<file path="config.mk">
export PLATFORM = sky130hd
export DESIGN_NAME = rsrb_builder
export DESIGN_NICKNAME = d
export VERILOG_FILES = /design/src/hdl/rsrb_pkg.sv /design/src/hdl/rsrb_builder.sv
export SDC_FILE = /design/constraint.sdc
export NUM_CORES = 1
export LEC_CHECK = 0
export BUFFER_PORTS_ARGS = -buffer_cell sky130_fd_sc_hd__buf_4
export CORE_MARGIN = 1
export CORE_UTILIZATION = 45
export CTS_CLUSTER_SIZE = 20
export DETAILED_ROUTE_END_ITERATION = 12
export PLACE_DENSITY = 0.8
export SYNTH_ARGS = -nofsm -noshare
export SYNTH_HDL_FRONTEND = slang
export SYNTH_SLANG_ARGS = --single-unit
</file>
<file path="constraint.sdc">
create_clock -name clk_i -period 7.07 [get_ports clk_i]
set_clock_uncertainty 0.1 [all_clocks]
set_input_delay 0.3535 -clock clk_i [delete_from_list [all_inputs] [get_ports clk_i]]
set_output_delay 0.3535 -clock clk_i [all_outputs]
set_load 0.02 [all_outputs]
</file>
<file path="src/hdl/rsrb_pkg.sv">
package rsrb_pkg;
	// ------------------------------------------------------------------
	// Report geometry, in 32-bit words
	// ------------------------------------------------------------------
	localparam logic [4:0] BASE_HDR_WORDS = 5'h06;
	localparam logic [4:0] BASE_ENT_WORDS = 5'h06;
	localparam logic [4:0] EXT_HDR_WORDS = 5'h10;
	localparam logic [4:0] EXT_ENT_WORDS = 5'h10;
	// ------------------------------------------------------------------
	// Field positions, as word index within header or entry
	// ------------------------------------------------------------------
	localparam logic [3:0] HDR_W_COUNT = 4'h1;
	localparam logic [3:0] HDR_W_PERSIST = 4'h2;
	localparam logic [3:0] ENT_W_ID = 4'h0;
	localparam logic [3:0] BASE_W_HOST = 4'h2;
	localparam logic [3:0] BASE_W_KEY = 4'h4;
	localparam logic [3:0] EXT_W_KEY = 4'h2;
	localparam logic [3:0] EXT_W_HOST = 4'h4;
	localparam logic [15:0] UNASSOC_ID = 16'hFFFF;
	// ------------------------------------------------------------------
	// Persistence encoding and reset values
	// ------------------------------------------------------------------
	localparam logic PERSIST_CLEARED = 1'b0;
	localparam logic PERSIST_KEPT = 1'b1;
	localparam logic [31:0] WORD_ZERO = 32'h0000_0000;
	typedef enum logic [0:0] {
		RSRB_IDLE = 1'b0,
		RSRB_RUN = 1'b1
	} rsrb_state_t;
endpackage

</file>
<file path="src/hdl/rsrb_builder.sv">
`timescale 1ns/1ps
// Overview of operation
// - Header byte 9 reports power-loss persistence.
// - One value: cleared at every power-on.
// - Other value: retained across power loss.
// - Base entries 24 bytes each from byte 24.
// - Extended header bytes 0-23, 24-63 reserved.
// - Extended entries 64 bytes each from byte 64.
// - Entry bytes 0-1 hold controller identifier.
// - Unassociated dynamic controller reports all-ones identifier.
// - Byte 2 bit 0 flags reservation holder.
// - Base entry bytes 8-15 hold host identifier.
// - Base entry bytes 16-23 hold reservation key.
// - Extended entry identifier same as base.
// - Extended entry key sits in bytes 8-15.
// - Extended 128-bit host identifier, bytes 16-31.
// - Select bit one means extended layout.
// - Header bytes 5-6 count appended entries.
// - Send only requested dwords, never pad.
module rsrb_builder (
	// Clock and reset
	input wire logic clk_i,
	input wire logic rstn_i,
	// Request
	input wire logic start_i,
	input wire logic extended_layout_select_i,
	input wire logic [31:0] transfer_dword_count_i,
	input wire logic power_loss_persist_state_i,
	input wire logic [15:0] registered_controller_count_i,
	// Entry lookup, answered in the same cycle as entry_idx_o
	output logic [15:0] entry_idx_o,
	input wire logic [15:0] controller_identifier_i,
	input wire logic dynamic_unassoc_i,
	input wire logic controller_reservation_flag_i,
	input wire logic [127:0] host_identifier_i,
	input wire logic [63:0] reservation_key_i,
	// Report word stream
	output logic dw_valid_o,
	output logic [31:0] dw_data_o,
	output logic dw_last_o,
	input wire logic dw_ready_i,
	// Status
	output logic busy_o,
	output logic done_o
);
	rsrb_pkg::rsrb_state_t state_q;
	logic ext_q;
	logic persist_q;
	logic [15:0] count_q;
	logic [32:0] rem_q;
	logic in_hdr_q;
	logic [3:0] wq;
	logic [15:0] entry_q;
	logic valid_q;
	logic last_q;
	logic [31:0] data_q;
	logic done_q;
	logic busy_q;
	logic [32:0] req_w;
	logic [32:0] total_w;
	logic [4:0] hdr_w;
	logic [4:0] per_w;
	logic [4:0] words_w;
	logic [15:0] id_w;
	logic [31:0] word_w;
	logic advance_w;

	// ------------------------------------------------------------------
	// Sizing of the report
	// ------------------------------------------------------------------
	always_comb
	begin
		hdr_w = extended_layout_select_i ? rsrb_pkg::EXT_HDR_WORDS
			: rsrb_pkg::BASE_HDR_WORDS;
		per_w = extended_layout_select_i ? rsrb_pkg::EXT_ENT_WORDS
			: rsrb_pkg::BASE_ENT_WORDS;
		// The count is zero based, so one more word than written.
		req_w = {1'b0, transfer_dword_count_i} + 33'h0_0000_0001;
		total_w = 33'(hdr_w) + 33'(registered_controller_count_i)
			* 33'(per_w);
	end

	// ------------------------------------------------------------------
	// Word assembly
	// ------------------------------------------------------------------
	always_comb
	begin
		id_w = dynamic_unassoc_i ? rsrb_pkg::UNASSOC_ID
			: controller_identifier_i;
		word_w = rsrb_pkg::WORD_ZERO;
		words_w = in_hdr_q ? (ext_q ? rsrb_pkg::EXT_HDR_WORDS
			: rsrb_pkg::BASE_HDR_WORDS) : (ext_q
			? rsrb_pkg::EXT_ENT_WORDS : rsrb_pkg::BASE_ENT_WORDS);
		if (in_hdr_q)
		begin
			// Words 6 to 15 of the extended header stay zero.
			if (wq == rsrb_pkg::HDR_W_COUNT)
				word_w = {8'h00, count_q, 8'h00};
			else if (wq == rsrb_pkg::HDR_W_PERSIST)
				word_w = {16'h0000, 7'h00, persist_q, 8'h00};
		end
		else if (wq == rsrb_pkg::ENT_W_ID)
			word_w = {8'h00, 7'h00, controller_reservation_flag_i, id_w};
		else if (!ext_q)
		begin
			unique case (wq)
				rsrb_pkg::BASE_W_HOST: word_w = host_identifier_i[31:0];
				4'h3: word_w = host_identifier_i[63:32];
				rsrb_pkg::BASE_W_KEY: word_w = reservation_key_i[31:0];
				4'h5: word_w = reservation_key_i[63:32];
				default: word_w = rsrb_pkg::WORD_ZERO;
			endcase
		end
		else
		begin
			unique case (wq)
				rsrb_pkg::EXT_W_KEY: word_w = reservation_key_i[31:0];
				4'h3: word_w = reservation_key_i[63:32];
				rsrb_pkg::EXT_W_HOST: word_w = host_identifier_i[31:0];
				4'h5: word_w = host_identifier_i[63:32];
				4'h6: word_w = host_identifier_i[95:64];
				4'h7: word_w = host_identifier_i[127:96];
				default: word_w = rsrb_pkg::WORD_ZERO;
			endcase
		end
		// While words remain, a word is loaded whenever the output register is empty or draining.
		advance_w = (state_q == rsrb_pkg::RSRB_RUN) && (rem_q != 33'h0)
			&& (!valid_q || dw_ready_i);
	end

	// ------------------------------------------------------------------
	// Sequencing
	// ------------------------------------------------------------------
	always_ff @(posedge clk_i)
	begin
		if (!rstn_i)
		begin
			state_q <= rsrb_pkg::RSRB_IDLE;
			ext_q <= 1'b0;
			persist_q <= rsrb_pkg::PERSIST_CLEARED;
			count_q <= 16'h0000;
			rem_q <= 33'h0;
			in_hdr_q <= 1'b1;
			wq <= 4'h0;
			entry_q <= 16'h0000;
			valid_q <= 1'b0;
			last_q <= 1'b0;
			busy_q <= 1'b0;
			data_q <= rsrb_pkg::WORD_ZERO;
			done_q <= 1'b0;
		end
		else
		begin
			unique case (state_q)
				rsrb_pkg::RSRB_IDLE:
				begin
					done_q <= 1'b0;
					if (start_i)
					begin
						ext_q <= extended_layout_select_i;
						persist_q <= power_loss_persist_state_i;
						count_q <= registered_controller_count_i;
						// The length is fixed here, so later input changes are harmless.
						rem_q <= (req_w < total_w) ? req_w : total_w;
						in_hdr_q <= 1'b1;
						wq <= 4'h0;
						entry_q <= 16'h0000;
						busy_q <= 1'b1;
						state_q <= rsrb_pkg::RSRB_RUN;
					end
				end
				rsrb_pkg::RSRB_RUN:
				begin
					if (advance_w)
					begin
						data_q <= word_w;
						valid_q <= 1'b1;
						last_q <= (rem_q == 33'h1);
						rem_q <= rem_q - 33'h1;
						// Boundaries are counted in words of the current layout.
						if ({1'b0, wq} == words_w - 5'h01)
						begin
							wq <= 4'h0;
							if (in_hdr_q)
								in_hdr_q <= 1'b0;
							else
								entry_q <= entry_q + 16'h0001;
						end
						else
							wq <= wq + 4'h1;
					end
					else if (rem_q == 33'h0 && dw_ready_i)
					begin
						valid_q <= 1'b0;
						last_q <= 1'b0;
						// The last word is taken in this cycle, so valid is cleared here.
						done_q <= 1'b1;
						busy_q <= 1'b0;
						state_q <= rsrb_pkg::RSRB_IDLE;
					end
				end
			endcase
		end
	end

	assign entry_idx_o = entry_q;
	assign dw_valid_o = valid_q;
	assign dw_data_o = data_q;
	assign dw_last_o = last_q;
	assign busy_o = busy_q;
	assign done_o = done_q;
endmodule // rsrb_builder

</file>
==> qor_table.md <==
| Group | Quantity | Value |
| --- | --- | --- |
| outcome | Run status | finished clean |
| pwr | Share of total power consumed by net switching | 0.3884 |
| synth | Sequential share of the synthesized area | 0.2188 |
| hold path | Start point of the worst min-delay path | power_loss_persist_state_i |
| clocking | Post-CTS setup repair buffer count | 0 |
| finish | Share of post-route cells with drive strength above 1 | 0.2377 |
| die | Area of the die | 22760 um2 |
| synth | Mean cell area of the mapped netlist | 7.510 um2 |
| placed design | Final weighted congestion in routability-driven placement | 0.9935 |
| pwr | Register share of total power | 0.338 |
| pwr | Worst VDD drop | 0.1534 mV |
| critical path | Register-to-register setup slack | 2.50 ns |
| sta | Tmin final | 6.219 ns |
| critical path | Worst r2r src | rem_q[1] |
| sta | Slew at the pin closest to its max-slew limit | 1.212 ns |
| hold path | Hold endpoint | persist_q |
| synth | Number of enable-type register cells in the synthesized netlist | 0 |
| run | # Max-Cap Violations | 0 |
| finish | Area delta synth->final | 27.90% |
| global route | Initial antenna violation count | 2 |
| finish | Final nets | 1933 |
| global route | Maximum number of pins on one net before global-route repair | 67 |
| sta | Final worst path period share | 0.8796 |
| clocking | Insertion delay to the later sink of the worst-skew pair | 0.35 ns |
| synth | Leading area contributor after synthesis | sky130_fd_sc_hd__dfxtp_1 |
| clocking | TritonCTS clock tree | built |
| sta | Final-report max-slew violation count | 0 |
| die | X dimension of the die | 150.9 um |
| sta | Setup violation total in the final timing report | 0 |
| synth | Post-synthesis instance total | 1328 |
| sta | RSZ-0062 raised after global routing | no |
| route | Router iterations before antenna repair | 8 |
| global route | Overflow after GRT | 0 |
| clocking | Clock edge transition at the registers on the reported setup and hold paths | 0.08 ns |
| finish | Number of filler instances in the final layout | 2004 |
| critical path | Endpoint of the worst-slack reg-to-reg timing path | rem_q[28] |
| die | Floorplan die height | 150.9 um |
| clocking | Number of clock sinks seen by CTS | 109 |
| route | Wire length per cell | 20.61 um |
| critical path | CP Max Fanout | 38 |
| die | Initial Util | 0.4584 |
| route | WL final | 38420 um |
| synth | Total of flip-flops plus latches after synthesis | 109 |
| die | Top-level port count | 316 |
| pwr | Static leakage | 5.203 nW |
| synth | Most common cell in the synthesized netlist | sky130_fd_sc_hd__nand2_1 |
| die | Standard-cell row count | 54 |
| critical path | CP Data Arrival Time | 6.42 ns |
| critical path | Critical path required time | 7.27 ns |
| synth | Netlist area before placement | 9973 um2 |
| die | Placeable core region | 21760 um2 |
| placed design | Post-detailed-placement half-perimeter wirelength | 29040 um |
| sta | Worst hold slack | 0.1422 ns |
| pwr | Share of total power in the clock network | 0.244 |
| critical path | Worst setup EP type | flop |
| critical path | Critical Path Start Type | input pin |
| hold path | Number of cells on the worst hold path | 3 |
| synth | Area contributors post-synth | sky130_fd_sc_hd__dfxtp_1, sky130_fd_sc_hd__ha_1, sky130_fd_sc_hd__a22oi_1 |
| pwr | Combinational share of power | 0.418 |
| route | Via count of the routed design | 11820 |
| route | Vias/cell | 6.340 |
| clocking | Number of clock buffers inserted by TritonCTS | 9 |
| pwr | Internal power contribution | 1.283 mW |
| sta | Final-layout setup total negative slack | 0 ns |
| synth | Number of unique standard cell types used by synthesis | 76 |
| synth | Most common library cells after synthesis | sky130_fd_sc_hd__nand2_1, sky130_fd_sc_hd__a22oi_1, sky130_fd_sc_hd__a21oi_1, sky130_fd_sc_hd__dfxtp_1, sky130_fd_sc_hd__nor2_1 |
| finish | Area used by multi-input combinational logic | 7325 um2 |
| global route | First-pass GRT wire length | 57730 um |
| route | Antenna Nets Post-Route | 0 |
| global route | GRT met3 Usage | 0.06054 |
| global route | Via count of the first global-routing pass | 10630 |
| synth | Primary FF master, synth | sky130_fd_sc_hd__dfxtp_1 |
| synth | Async S/R FF share, synth | 0 |
| sta | Relative slew slack | 0.1890 |
| global route | Busiest layer in global routing | met2 |
| global route | Fraction of met1 tracks used by global routing | 0.4049 |
| sta | Final Hold Fails | 0 |
| hold path | Class of the worst hold path | input pin to flop |
| clocking | CTS root buffer | sky130_fd_sc_hd__clkbuf_16 |
| global route | Global Route met2 Usage | 0.5392 |
| finish | Area taken by flip-flops and latches | 2182 um2 |
| clocking | Cells resized by post-CTS repair | 0 |
| pwr | Net Sw Power | 0.8148 mW |
| clocking | Clock H-tree levels | 3 |
| global route | Tot GR Track Use | 0.3222 |
| synth | Yosys top cell area share | 0.2188 |
| pwr | Power per unit of standard cell area | 164.4 nW/um2 |
| route | Iteration-0 DRC Markers | 1145 |
| sta | Peak Freq | 160.8 MHz |
| critical path | Worst Reg-to-Reg Cells | 12 |
| route | DRC violations left | 0 |
| critical path | Classification of the worst setup path | input pin to flop |
| clocking | Buffer depth of the longest clock path | 2 |
| synth | Yosys warnings | 0 |
| clocking | # hold bufs at CTS | 0 |
| placed design | Count of buffers inserted at the top-level ports | 315 |
routing by layer:
metal / routed length, um / vias to the layer above
met2: 18340 / 655
met3: 3463 / 103
met1: 15030 / 5526
li1: - / 5533
met5: 0 / -
met4: 1576 / 0
flip-flops by register name, indices dropped and copies added, names as in the netlist, 4 cells and up:
signal and count:
dw_data_o 32, wq 4, count_q 16, rem_q 33, entry_idx_o 16
layout make-up:
class                           instances  share of cell area
Clock buffer                           10             0.01873
Clock inverter                          6            0.004218
Sequential cell                       109              0.1711
Tap cell                              280             0.02746
Timing Repair Buffer                  331              0.1948
Multi-Input combinational cell       1095              0.5742
Antenna cell                            2           0.0003923
Inverter                               31            0.009122
kinds of logic (layout without fill, tap and decap cells):
| logic type | Yosys count | count (layout) | synth area share |
|---|---|---|---|
| AOI/OAI and AO/OA | 452 | 452 | 0.3065 |
| buffers and inverters | 125 | 378 | 0.04930 |
| xor gates and xnor gates | 48 | 48 | 0.04215 |
| muxes | 10 | 10 | 0.01054 |
| and+or+nand+nor | 490 | 490 | 0.2453 |
| adders and majority gates | 92 | 92 | 0.1267 |
| DFF | 109 | 109 | 0.2188 |
| other | 2 | 5 | 0.0007530 |
cell usage in the layout, fill, tap and decap left out, types with 9 or more instances in the layout:
master                      synthesis  final
sky130_fd_sc_hd__and2_1            25     21
sky130_fd_sc_hd__nand3_1           36     36
sky130_fd_sc_hd__a221oi_1          24     24
sky130_fd_sc_hd__xnor2_1           22     22
sky130_fd_sc_hd__a22oi_1          120    120
sky130_fd_sc_hd__xor2_1            26     26
sky130_fd_sc_hd__clkbuf_16          0      9
sky130_fd_sc_hd__nor2_1            97     97
sky130_fd_sc_hd__a21oi_1          117    117
sky130_fd_sc_hd__a222oi_1          10     10
sky130_fd_sc_hd__inv_1             30     29
sky130_fd_sc_hd__a211oi_1          17     17
sky130_fd_sc_hd__nor4_1            23     22
sky130_fd_sc_hd__and3_1            12     12
sky130_fd_sc_hd__nand2_1          125    125
sky130_fd_sc_hd__a21o_1            15     15
sky130_fd_sc_hd__o21ai_0           45     45
sky130_fd_sc_hd__dfxtp_1          109    109
sky130_fd_sc_hd__o22ai_1           12     12
sky130_fd_sc_hd__fa_1              15     15
sky130_fd_sc_hd__a31oi_1           32     32
sky130_fd_sc_hd__buf_4              0    331
sky130_fd_sc_hd__nand4_1           25     25
sky130_fd_sc_hd__nor3_1            85     85
sky130_fd_sc_hd__nor2b_1           21     20
sky130_fd_sc_hd__ha_1              77     77
worst max path at each step:
stage,from,endpoint,slack (ns),cells past startpoint
6_report,extended_layout_select_i,rem_q[17],0.85,22
2_1_floorplan,extended_layout_select_i,rem_q[21],0.87,25
3_3_place_gp,extended_layout_select_i,rem_q[17],0.64,22
5_1_grt,extended_layout_select_i,rem_q[17],0.49,22
3_5_place_dp,extended_layout_select_i,rem_q[17],0.54,22
4_1_cts,extended_layout_select_i,rem_q[17],0.90,22
critical path: stages:
cell and delay (ns):
sky130_fd_sc_hd__buf_4 0.22, sky130_fd_sc_hd__and2_1 0.21, sky130_fd_sc_hd__ha_1 0.26, sky130_fd_sc_hd__inv_1 0.05, sky130_fd_sc_hd__fa_1 0.49, sky130_fd_sc_hd__inv_1 0.06
sky130_fd_sc_hd__fa_1 0.48, sky130_fd_sc_hd__ha_1 0.38, sky130_fd_sc_hd__o21ai_0 0.10, sky130_fd_sc_hd__o21bai_1 0.18, sky130_fd_sc_hd__a21boi_0 0.18, sky130_fd_sc_hd__o31ai_1 0.63
sky130_fd_sc_hd__a21oi_1 0.16, sky130_fd_sc_hd__nor3_1 0.21, sky130_fd_sc_hd__mux2_2 0.38, sky130_fd_sc_hd__ha_1 0.29, sky130_fd_sc_hd__and4_1 0.20, sky130_fd_sc_hd__o2111ai_1 0.10
sky130_fd_sc_hd__o22ai_1 0.13, sky130_fd_sc_hd__or4_4 0.71, sky130_fd_sc_hd__a2111oi_0 0.45, sky130_fd_sc_hd__o31a_1 0.19
metrics by stage:
| step | cells | worst slack [ns] | utilization | instance area, um2 | power [mW] |
|---|---|---|---|---|---|
| detailed placement | 1846 | 0.5393 | 0.5726 | 12460 | 1.581 |
| global placement | 1846 | 0.6357 | 0.5726 | 12460 | 1.563 |
| finish | 1864 | 0.8511 | 0.5863 | 12760 | 2.098 |
| global route | 1864 | 0.4944 | 0.5863 | 12760 | 2.223 |
| CTS | 1862 | 0.8976 | 0.5861 | 12750 | 2.091 |
| floorplan | 1329 | 0.8675 | - | 9977 | 1.248 |
power groups by stage:
stage	logic, mW	registers (mW)	clock network (mW)
floorplan	0.526	0.722	0
global placement	0.844	0.719	0
detailed placement	0.860	0.721	0
CTS	0.865	0.706	0.520
global route	0.964	0.715	0.544
finish	0.877	0.708	0.513
No activity file was read; power rests on OpenSTA's default activity.
